## src/core/tsq_pkg.sv

```systemverilog
// Package of constants and carrier types for the trigger sequencer step timing block
package tsq_pkg;
   // ***************************************************************
   // Register map (byte addresses)
   // ***************************************************************
   localparam logic [7:0]  TSQ_OFF_CTRL    = 8'h00;
   localparam logic [7:0]  TSQ_OFF_BTE     = 8'h04;
   localparam logic [7:0]  TSQ_OFF_SDLIM   = 8'h08;
   localparam logic [7:0]  TSQ_OFF_C0LIM   = 8'h0c;
   localparam logic [7:0]  TSQ_OFF_STATUS  = 8'h10;
   // ***************************************************************
   // Field positions and reset values
   // ***************************************************************
   localparam int          TSQ_CTRL_EN_BIT   = 0;
   localparam int          TSQ_CTRL_STRT_BIT = 1;
   localparam int          TSQ_BTE_TRIG_LSB  = 0;
   localparam int          TSQ_BTE_CLK_BIT   = 4;
   localparam int          TSQ_STAT_BUSY_BIT = 0;
   localparam int          TSQ_STAT_C0_LSB   = 16;
   localparam logic [15:0] TSQ_LIM_RESET     = 16'h0000;
   localparam logic [4:0]  TSQ_BTE_RESET     = 5'h00;
   localparam logic [1:0]  TSQ_CTRL_RESET    = 2'h0;
   localparam logic [3:0]  TSQ_OPT_BROADCAST = 4'hf;
   localparam int          TSQ_NUM_OC        = 4;
   localparam int          TSQ_BASE_DELAY    = 1;

   typedef enum logic [1:0] {
      TSQ_CMD_CTRL  = 2'h0,
      TSQ_CMD_JMPC0 = 2'h1,
      TSQ_CMD_OTHER = 2'h2
   } tsq_cmd_e;

   typedef enum logic [1:0] {
      TSQ_ST_IDLE  = 2'b00,
      TSQ_ST_DELAY = 2'b01
   } tsq_state_e;

   typedef struct packed {
      tsq_cmd_e   kind;
      logic [3:0] option;
   } tsq_step_cmd_s;

   typedef struct packed {
      logic                  oc1_clk;
      logic [TSQ_NUM_OC-1:0] oc_trig;
   } tsq_bcast_s;
endpackage

```

## src/core/tsq_step_timing.sv

```systemverilog
// Trigger sequencer step timing, broadcast fan-out and counter 0 with APB registers
//
// Added by the designer: the APB interface to the registers and the register offsets.
`timescale 1ns/1ps
module tsq_step_timing #(
   parameter int LIM_W = 16
) (
   input  wire logic                   pclk,
   input  wire logic                   presetn,
   input  wire logic                   psel,
   input  wire logic                   penable,
   input  wire logic                   pwrite,
   input  wire logic [7:0]             paddr,
   input  wire logic [31:0]            pwdata,
   output logic      [31:0]            prdata,
   output logic                        pready,
   output logic                        pslverr,
   input  wire logic                   seq_tick,
   input  wire logic                   step_valid,
   input  wire tsq_pkg::tsq_step_cmd_s step_cmd,
   output logic                        step_ready,
   output logic                        step_done,
   output logic                        jump_taken,
   output logic                        counter0_at_limit,
   output tsq_pkg::tsq_bcast_s         bcast
);
   import tsq_pkg::*;

   if (LIM_W < 1 || LIM_W > 16) begin : g_chk
      $error("LIM_W must be 1..16");
   end

   // ***************************************************************
   // APB decode
   // ***************************************************************
   logic [1:0]             ctrl_q;
   logic [4:0]             bte_q;
   logic [LIM_W-1:0]       sdlim_q;
   logic [LIM_W-1:0]       c0lim_q;
   logic [LIM_W-1:0]       c0cnt_q;
   logic [LIM_W-1:0]       dly_q;
   tsq_state_e             state_q;
   logic                   done_q;
   logic                   jump_q;
   tsq_bcast_s             bcast_q;

   wire        access    = psel && penable;
   wire        wr        = access && pwrite;
   wire        hit_ctrl  = paddr == TSQ_OFF_CTRL;
   wire        hit_bte   = paddr == TSQ_OFF_BTE;
   wire        hit_sdlim = paddr == TSQ_OFF_SDLIM;
   wire        hit_c0lim = paddr == TSQ_OFF_C0LIM;
   wire        hit_stat  = paddr == TSQ_OFF_STATUS;
   wire        mapped    = hit_ctrl || hit_bte || hit_sdlim || hit_c0lim || hit_stat;
   wire        running   = ctrl_q[TSQ_CTRL_EN_BIT] && ctrl_q[TSQ_CTRL_STRT_BIT];
   wire        locked    = running;
   wire        wr_open   = wr && !locked;
   wire        busy      = state_q == TSQ_ST_DELAY;
   wire        accept    = step_valid && step_ready;
   wire        is_bcast  = step_cmd.kind == TSQ_CMD_CTRL && step_cmd.option == TSQ_OPT_BROADCAST;
   wire        step_end  = busy && seq_tick && dly_q == sdlim_q;
   wire        c0_full   = c0cnt_q == c0lim_q;
   wire [31:0] rd_ctrl   = {30'h0, ctrl_q};
   wire [31:0] rd_bte    = {27'h0, bte_q};
   wire [31:0] rd_sdlim  = 32'(sdlim_q);
   wire [31:0] rd_c0lim  = 32'(c0lim_q);
   wire [31:0] rd_stat   = (32'(c0cnt_q) << TSQ_STAT_C0_LSB) | (32'(busy) << TSQ_STAT_BUSY_BIT);
   wire [31:0] rd_mux    = hit_ctrl  ? rd_ctrl  :
                           hit_bte   ? rd_bte   :
                           hit_sdlim ? rd_sdlim :
                           hit_c0lim ? rd_c0lim :
                           hit_stat  ? rd_stat  : 32'h0;

   assign pready            = 1'b1;
   assign pslverr           = access && !mapped;
   assign prdata            = rd_mux;
   assign step_ready        = running && !busy;
   assign step_done         = done_q;
   assign jump_taken        = jump_q;
   assign counter0_at_limit = c0_full;
   assign bcast             = bcast_q;

   // ***************************************************************
   // Registers
   // ***************************************************************
   always_ff @(posedge pclk or negedge presetn) begin
      if (!presetn) begin
         ctrl_q  <= TSQ_CTRL_RESET;
         bte_q   <= TSQ_BTE_RESET;
         sdlim_q <= LIM_W'(TSQ_LIM_RESET);
         c0lim_q <= LIM_W'(TSQ_LIM_RESET);
      end else begin
         if (wr && hit_ctrl) begin
            ctrl_q <= pwdata[1:0];
         end
         if (wr_open && hit_bte) begin
            bte_q <= pwdata[4:0];
         end
         if (wr_open && hit_sdlim) begin
            sdlim_q <= pwdata[LIM_W-1:0];
         end
         if (wr_open && hit_c0lim) begin
            c0lim_q <= pwdata[LIM_W-1:0];
         end
      end
   end

   // ***************************************************************
   // Step timing
   // ***************************************************************
   always_ff @(posedge pclk or negedge presetn) begin
      if (!presetn) begin
         state_q <= TSQ_ST_IDLE;
         dly_q   <= '0;
         done_q  <= 1'b0;
      end else begin
         done_q <= 1'b0;
         case (state_q)
            TSQ_ST_IDLE: begin
               dly_q <= '0;
               if (accept) begin
                  state_q <= TSQ_ST_DELAY;
               end
            end
            TSQ_ST_DELAY: begin
               if (!running) begin
                  state_q <= TSQ_ST_IDLE;
               end else if (step_end) begin
                  state_q <= TSQ_ST_IDLE;
                  done_q  <= 1'b1;
               end else if (seq_tick) begin
                  dly_q <= dly_q + 1'b1;
               end
            end
            default: begin
               state_q <= TSQ_ST_IDLE;
            end
         endcase
      end
   end

   // ***************************************************************
   // Counter 0 and jump decision
   // ***************************************************************
   always_ff @(posedge pclk or negedge presetn) begin
      if (!presetn) begin
         c0cnt_q <= '0;
         jump_q  <= 1'b0;
      end else if (accept && step_cmd.kind == TSQ_CMD_JMPC0) begin
         c0cnt_q <= c0_full ? '0 : c0cnt_q + 1'b1;
         jump_q  <= !c0_full;
      end
   end

   // ***************************************************************
   // Broadcast fan-out
   // ***************************************************************
   wire [TSQ_NUM_OC-1:0] trig_d;
   wire                  oc1_clk_d = accept && is_bcast && bte_q[TSQ_BTE_CLK_BIT];

   for (genvar i = 0; i < TSQ_NUM_OC; i++) begin : g_trig
      assign trig_d[i] = accept && is_bcast && bte_q[TSQ_BTE_TRIG_LSB+i];
   end

   // One process owns the whole pulse word, so no bit has two drivers
   always_ff @(posedge pclk or negedge presetn) begin
      if (!presetn) begin
         bcast_q <= '0;
      end else begin
         bcast_q <= '{oc1_clk: oc1_clk_d, oc_trig: trig_d};
      end
   end

   // ***************************************************************
   // Checks
   // ***************************************************************
   logic [LIM_W:0] obs_ticks_q;
   always_ff @(posedge pclk or negedge presetn) begin
      if (!presetn) begin
         obs_ticks_q <= '0;
      end else if (accept) begin
         obs_ticks_q <= '0;
      end else if (busy && seq_tick) begin
         obs_ticks_q <= obs_ticks_q + 1'b1;
      end
   end
endmodule

```

## config.mk

```make
export PLATFORM = sky130hd
export DESIGN_NAME = tsq_step_timing
export DESIGN_NICKNAME = d
export VERILOG_FILES = /design/src/core/tsq_pkg.sv /design/src/core/tsq_step_timing.sv
export SDC_FILE = /design/constraint.sdc
export NUM_CORES = 1
export LEC_CHECK = 0
export BUFFER_PORTS_ARGS = -buffer_cell sky130_fd_sc_hd__buf_2
export CAP_MARGIN = 20
export CORE_MARGIN = 2
export CORE_UTILIZATION = 40
export CTS_BUF_LIST = sky130_fd_sc_hd__clkbuf_4
export DETAILED_ROUTE_END_ITERATION = 8
export HOLD_SLACK_MARGIN = 0.02
export PLACE_DENSITY = 0.59
export SLEW_MARGIN = 20
export SYNTH_ARGS = -nofsm -noshare
export SYNTH_HDL_FRONTEND = slang
export SYNTH_SLANG_ARGS = --single-unit
export TNS_END_PERCENT = 50
```

## constraint.sdc

```tcl
create_clock -name pclk -period 1.95 [get_ports pclk]
set_clock_uncertainty 0.05 [all_clocks]
set_input_delay 0.0975 -clock pclk [delete_from_list [all_inputs] [get_ports pclk]]
set_output_delay 0.0975 -clock pclk [all_outputs]
set_load 0.05 [all_outputs]
```

Word level (Yosys, flattened, before mapping)

Cells that the tools add are included.

Flip-flop bits (word level): 80
Input port bits: 53
Logic and storage cells: 80

Add/subtract/negate cells: 2
Eq/ne operators: 14
Multiplexer cells: 17
Bitwise logic cells: 1
Reduce and logical (&&, ||, !) cells: 35

Operator list:

| cell                                                                     | number |
|---|---|
| 32-bit two-way mux                                                       | 5 |
| 16-bit two-way mux                                                       | 4 |
| 16-bit by 1-bit adder with 16-bit output (second input constant)         | 2 |
| 16-bit == test                                                           | 2 |
| 32-bit by 1-bit bitwise OR with 32-bit output                            | 1 |
| 16-bit one-hot mux with 2 select lines                                   | 1 |
| 1-bit logical AND                                                        | 21 |
| 8-bit by 4-bit == test with 1-bit output (second input constant)         | 2 |
| 8-bit by 3-bit == test with 1-bit output (second input constant)         | 1 |
| 8-bit by 5-bit == test with 1-bit output (second input constant)         | 1 |
| 8-bit zero test                                                          | 1 |
| 2-bit inequality test (second input constant)                            | 4 |
| 2-bit two-way mux                                                        | 3 |
| 2-bit by 1-bit == test with 1-bit output (second input constant)         | 2 |
| 4-bit == test (second input constant)                                    | 1 |
| 1-bit zero test                                                          | 4 |
| 2-bit zero test                                                          | 2 |
| 1-bit logical OR                                                         | 4 |
| 2-bit one-hot mux with 2 select lines                                    | 1 |
| 4-bit AND reduction                                                      | 1 |
| 1-bit two-way mux                                                        | 3 |
| 3-bit by 2-bit inequality test with 1-bit output (second input constant) | 1 |
| 2-bit AND reduction                                                      | 1 |
| 2-bit nonzero test                                                       | 1 |

Longest topological paths before layout

Gate-level depths: netlist of the first run.

Word-level depth: 7
Gate-level depth with buffers: 8
Mapped depth without buffers: 5

Worst setup path before layout of the first run

No wires, ideal clock.

Path kind: input to output
From: input paddr[1]
To: output prdata[1]
Data arrival time: 2.039 ns
Data required time: 1.803 ns
Path slack: -0.236 ns
Stages: 4
Buffers on the path: 0
Path through: nor3_2 > nand2_1 > or3_1 > o32ai_1

Longest elaborated chain between the ends: 6
Elaborated cells on any way between the ends: 10
Classes of those cells: eq/ne: 4; mux: 5; reduce/logical: 1

Ends and longest elaborated chain:

| what                                     | RTL line              | RTL |
|---|---|---|
| start: declaration                       | tsq_step_timing.sv:13 | `input wire logic [7:0] paddr,` |
| 8-bit by 5-bit == test with 1-bit output | tsq_step_timing.sv:53 | `wire hit_stat = paddr == TSQ_OFF_STATUS;` |
| 32-bit two-way mux                       | tsq_step_timing.sv:72 | `hit_stat ? rd_stat : 32'h0;` |
| 32-bit two-way mux                       | tsq_step_timing.sv:71 | `hit_c0lim ? rd_c0lim :` |
| 32-bit two-way mux                       | tsq_step_timing.sv:70 | `hit_sdlim ? rd_sdlim :` |
| 32-bit two-way mux                       | tsq_step_timing.sv:69 | `hit_bte ? rd_bte :` |
| 32-bit two-way mux (*)                   | tsq_step_timing.sv:68 | `wire [31:0] rd_mux = hit_ctrl ? rd_ctrl :` |
| end: declaration                         | tsq_step_timing.sv:15 | `output logic [31:0] prdata,` |

Mark *: on every way between the ends. The rest lies on a longest branch, timed or not.

Worst setup path after layout of the first run

From: register c0cnt_q[7]
To: output counter0_at_limit

Longest elaborated chain between the ends: 1

Ends and longest elaborated chain:

| what                     | RTL line               | RTL |
|---|---|---|
| start: declaration       | tsq_step_timing.sv:40  | `logic [LIM_W-1:0] c0cnt_q;` |
| start signal: assignment | tsq_step_timing.sv:150 | `c0cnt_q <= c0_full ? '0 : c0cnt_q + 1'b1;` |
| 16-bit == test           | tsq_step_timing.sv:62  | `wire c0_full = c0cnt_q == c0lim_q;` |
| end: declaration         | tsq_step_timing.sv:24  | `output logic counter0_at_limit,` |

Every way passes these cells.

==> flow_summary.ini, run 1 <==
[drt]
met2WireLength_mm = 5.12
post_drt_wl_per_cell_um = 16.1
drcViolationCount = 0
num_vias = 3620
final_antenna_net_count = 0
drt_first_pass_iters = 4
drtIter0Drc = 144
via_per_inst = 5.27
dr_wl_met3_um = 500
wl_mm = 11.1
highest_layer = met4
wl_met1_mm = 5.26

[cts]
cts_root_buf = clkbuf_4
cts_tree = yes
path_clk_slew_ns = 0.12
cts_sinks = 79
worstSkewPairLatency_ns = 0.41
max-clock-path-buffers = 2
numCtsBuffers = 9
h-tree-depth = 3

[die]
num_rows = 38
dieArea_um2 = 11900
ios = 96
initial_utilization_pct = 40.8
core_um2 = 10800
die_x_um = 109
die_h_um = 109

[finish]
multi_input_comb_area_um2 = 2290
finalNetCount = 599
nFillCells = 982
antennaDiodeCount = 0
final_cells = 687
final-seq-area_um2 = 1980
layout-drive-gt1-share_pct = 35.3
utilization_pct = 51.3
area_growth_pct = 25.7

[power_and_ir_drop]
total_power_mw = 2.99
powerDensity_nw_per_um2 = 539
p_leak_nw = 2.53
ir_worst_vdd_uv = 326

[yosys]
syn_area_um2 = 4410
synth_edf_count = 0
ys_async_sr_fraction_pct = 100
synthCells = 422
seq_area_frac_synth_pct = 44.8
synth.avg_cell_area_um2 = 10.4
synth_flop_cell = dfrtp_1
syn_nets = 477
ys_types = 54
ys_warn_count = 0
synth_seq_cells = 79

[timing]
max_freq_mhz = 493
setup_viol = 2
timing.final.crit_share_pct = 104
finalSetupTns_ns = -0.0872
slew_viol_final = 0
max_slew_margin_pct = 63.4
setup_ws_ns = -0.0772
post-route-min-period_ns = 2.03
worst_pin_slew_ns = 0.544
rsz0062_at_grt = true
hold_viol = 0

[grt]
grt_max_degree = 49
grt_overflow = 0
antenna_found_initial = 0
grtUsageTotal_pct = 19.9
grt_pass1_wl_mm = 18.1
grt_pass1_vias = 3630

[setup_path]
worstSetupStartpoint = c0cnt_q[7]
end_kind = output pin
rrSetupSlack_ns = -0.01
cp-start-kind = flip-flop
cp_max_fo = 2
crit_path_max_incr_delay_ns = 0.42
crit_required_ns = 1.80
path_class = reg -> out
path_cells = xnor2_1 > nand4_1 > nor4_2 > buf_4 > buf_8
cp.arrival_ns = 1.88
worstReg2RegStart = c0cnt_q[7]
critical_path.slowest_cell = dfrtp_1

[place]
place_hpwl_mm = 8.14
port_buffers = 78
dp.cells = 645
finalWeightedCongestion = 0.823

[min_path]
hp-class = in -> reg
hp-start = step_cmd[0]

[job]
cap_violations = 0

[run_status]
violations = setup timing
run_status = finished with violations
## Yosys cell counts, types with 6 or more instances
cell	count	share of area [%]
nor2_1	16	1.4
mux2_2	44	11
nor3_1	13	1.5
a21oi_1	13	1.5
o21ai_0	17	1.9
xnor2_1	32	6.4
clkbuf_1	9	0.77
and2_1	22	3.1
or3_1	8	1.1
nand3_1	16	1.8
nand4_1	14	2.0
dfrtp_1	79	45
buf_2	6	0.68
a22o_1	22	4.4
nand2_1	23	2.0
## path summary, 6_finish.rpt
| kind | end | cells after the start |
|---|---|---|
| min in group asynchronous | bte_q[4] | 2 |
| setup reg to reg | c0cnt_q[0] | 7 |
| hold / removal | bcast[4] | 4 |
| hold reg to reg | jump_taken | 1 |
| max in group asynchronous | dly_q[11] | 3 |
| setup / recovery | counter0_at_limit | 5 |
## critical path, delay by kind of cell, from the launching register on
kind | cells | cell delay, ns
buf+inv | 2 | 0.33
flops | 1 | 0.42
simple gates | 2 | 0.52
xor+xnor | 1 | 0.18
## power breakdown
part           internal, mW  total [mW]  switching, mW
clock                 0.520        1.08          0.558
sequential             1.65        1.66         0.0129
combinational         0.111       0.246          0.135
total                  2.28        2.99          0.706
## per-layer routing
layer / global-route usage, % / vias to the layer above
li1: - / 1785
met1: 27.1 / 1731
met2: 32.0 / 90
met3: 3.23 / 14
met4: 7.14 / 0
met5: 0 / -
## per-stage QoR
stage          cell area [µm²]  setup WS (ns)  hold slack (ns)
4_1_cts                   5500        -0.0731           0.0588
3_5_place_dp              5100         0.0773           0.0291
6_report                  5540        -0.0772           0.0707
3_3_place_gp              5100         0.0998           0.0289
2_1_floorplan             4420         0.0433           -0.248
5_1_grt                   5540         -0.164           0.0932
## cell families (layout without fill, tap and decap cells)
group,count (synthesis),in the layout,share of synthesized area [%]
other cells,1,1,0.0851
simple gates,153,153,20.2
xor+xnor,32,32,6.36
fa+ha+maj,2,2,0.568
mux,49,49,12.4
buf+inv,31,156,3.97
compound gates,75,75,11.6
flops,79,79,44.8
## area by class of cell
type                    count  area share, %
multi-input cells         312           41.3
well taps                 140           3.16
inverters                   6          0.406
clock inverters             4           1.31
clock buffers              10           1.35
flip-flops and latches     79           35.7
repair buffers            136           16.7
## placed cells by master, fill, tap and decap left out, types with 3 or more instances in the layout
cell type,n
nor4_1,4
nor2b_1,3
and2_1,22
o21ai_0,16
a22o_1,22
nand2b_1,5
clkbuf_4,10
o31ai_1,5
or4_1,5
a22oi_1,3
inv_1,5
nor3_1,13
nand3_1,16
xnor2_1,31
or3_1,8
nor2_1,16
buf_12,3
o21ai_1,4
and3_1,5
nand2_1,23
dlygate4sd3_1,20
buf_2,76
a21oi_1,13
mux2i_1,5
mux2_2,44
nand4_1,14
dfrtp_1,77
buf_4,36
## sequential cells by signal, indices dropped and copies added, names as in the netlist
| name | count |
|---|---|
| bcast | 5 |
| jump_taken | 1 |
| dly_q | 16 |
| bte_q | 5 |
| step_done | 1 |
| state_q | 1 |
| sdlim_q | 16 |
| c0cnt_q | 16 |
| c0lim_q | 16 |
| ctrl_q | 2 |
## what timing repair did
item | in CTS | in global routing
hold buffers | 20 | 0
buffers inserted | 3 | 5
hold endpoints to repair | 126 | 0
pin swaps | 4 | 4
endpoints found under the setup margin | 1 | 18
gates resized for setup | 6 | 3
(Power assumes the default switching activity.)
==> run 2, diff against run 1 <==
- CORE_MARGIN: 2 -> 1.5
==> flow_summary.ini, run 2 (same netlist as run 1, synthesis figures left out) <==
[run_status]
run_status = finished with violations
violations = setup timing

[die]
dieArea_um2 = 11700
core_um2 = 10800
die_h_um = 108
initial_utilization_pct = 40.8
ios = 96
num_rows = 38
die_x_um = 108

[power_and_ir_drop]
p_clk_share_pct = 34.5
power_frac_comb_pct = 8.4
p_sw_uw = 760
swShare_pct = 26.1
seqPwrFrac_pct = 57.1
ir_worst_vdd_uv = 276
p_leak_nw = 2.55
powerDensity_nw_per_um2 = 523
p_int_mw = 2.15

[cts]
max-clock-path-buffers = 2
path_clk_slew_ns = 0.14
cts_sinks = 79
worstSkewPairLatency_ns = 0.45
numCtsBuffers = 9
h-tree-depth = 3
cts_tree = yes
cts_root_buf = clkbuf_4

[finish]
final_cells = 693
antennaDiodeCount = 0
nFillCells = 996
area_growth_pct = 26.2
layout_common_cells = dfrtp_1 (77), buf_2 (76), mux2_2 (44)
final-seq-area_um2 = 1980
layout-drive-gt1-share_pct = 36.0
layout_commonest_cell = dfrtp_1
finalNetCount = 603
multi_input_comb_area_um2 = 2290

[timing]
setup_viol = 1
timing.final.crit_share_pct = 104
rsz0062_at_grt = true
slew_viol_final = 0
hold_viol = 0
post-route-min-period_ns = 2.02
max_slew_margin_pct = 66.3
setup_ws_ns = -0.0689
worst_pin_slew_ns = 0.506
max_freq_mhz = 495

[place]
dp.cells = 647
pre_cts_ws_ns = 0.0735
finalWeightedCongestion = 0.834
port_buffers = 78
place_hpwl_mm = 8.15

[setup_path]
cp-start-kind = flip-flop
crit_required_ns = 1.80
path_class = reg -> out
worstReg2RegStart = c0lim_q[11]
cp.arrival_ns = 1.87
cp_max_fo = 2
worstSetupStartpoint = c0lim_q[11]
end_kind = output pin

[drt]
num_vias = 3642
wl_mm = 11.1
final_antenna_net_count = 0
via_per_inst = 5.26
drtIter0Drc = 152
post_drt_wl_per_cell_um = 16.0
drt_first_pass_iters = 4
drcViolationCount = 0

[grt]
grtUsageTotal_pct = 20.6
grt_overflow = 0
grt_pass1_vias = 3527
grt_pass1_wl_mm = 18.3
antenna_found_initial = 0
grt_max_degree = 45

[min_path]
hp-start = step_cmd[4]
hp-class = in -> reg

[job]
cap_violations = 0
==> run 2: power groups by stage <==
stage / registers [mW] / clock network, mW / logic [mW]
CTS: 1.66 / 1.02 / 0.247
finish: 1.66 / 1.00 / 0.245
global placement: 1.69 / 0 / 0.212
detailed placement: 1.69 / 0 / 0.216
floorplan: 1.69 / 0 / 0.100
global route: 1.67 / 1.10 / 0.271
==> run 2: routing by layer <==
layer	part of all wire, %	global-route usage (%)	vias up
li1	-	-	1804
met1	50	29.4	1742
met2	45	31.9	85
met3	3.5	2.89	11
met4	1.5	7.71	0
met5	0	0	-
==> run 2: critical path, stage by stage, from the launching register on <==
cell and delay (ns):
dfrtp_1 0.43, xnor2_2 0.18, nand4_1 0.12, nor4_2 0.35, buf_4 0.20, buf_8 0.14
==> run 2: worst paths after layout <==
| check | depth (start not counted) | slack (ns) | to |
|---|---|---|---|
| worst max-delay path | 5 | -0.07 | counter0_at_limit |
| worst min-delay path | 4 | 0.06 | bcast[1] |
| worst max register to register | 7 | 0.02 | c0cnt_q[0] |
| worst min register to register | 1 | 0.44 | jump_taken |
| max in group asynchronous | 3 | 1.13 | dly_q[6] |
| min in group asynchronous | 2 | 0.11 | c0cnt_q[7] |
==> run 2: metrics by stage <==
stage	power, mW	TNS, ns	hold slack, ns	cell area (µm²)	utilization [%]
final	2.91	-0.0689	0.0650	5560	51.5
after global placement	1.91	0	0.0549	5120	47.4
after detailed placement	1.91	0	0.0628	5120	47.4
after floorplan	1.79	0	-0.248	4420	-
after CTS	2.93	-0.129	0.0496	5480	50.8
after global routing	3.04	-0.594	0.0824	5560	51.5
==> run 2: final cells by class <==
| cell class | count | share of cell area, % |
|---|---|---|
| multi-input combinational | 312 | 41.2 |
| tap | 140 | 3.15 |
| clock inverter | 7 | 1.28 |
| clock buffer | 9 | 1.21 |
| inverter | 6 | 0.405 |
| timing repair buffer | 140 | 17.1 |
| sequential | 79 | 35.6 |
==> run 2: timing repair <==
item / 4_1_cts / 5_1_grt
endpoints found under the hold margin: 121 / 0
hold buffers: 19 / 0
pin swaps: 3 / 6
gates resized for setup: 6 / 2
buffers inserted: 2 / 9
endpoints found under the setup margin: 1 / 14
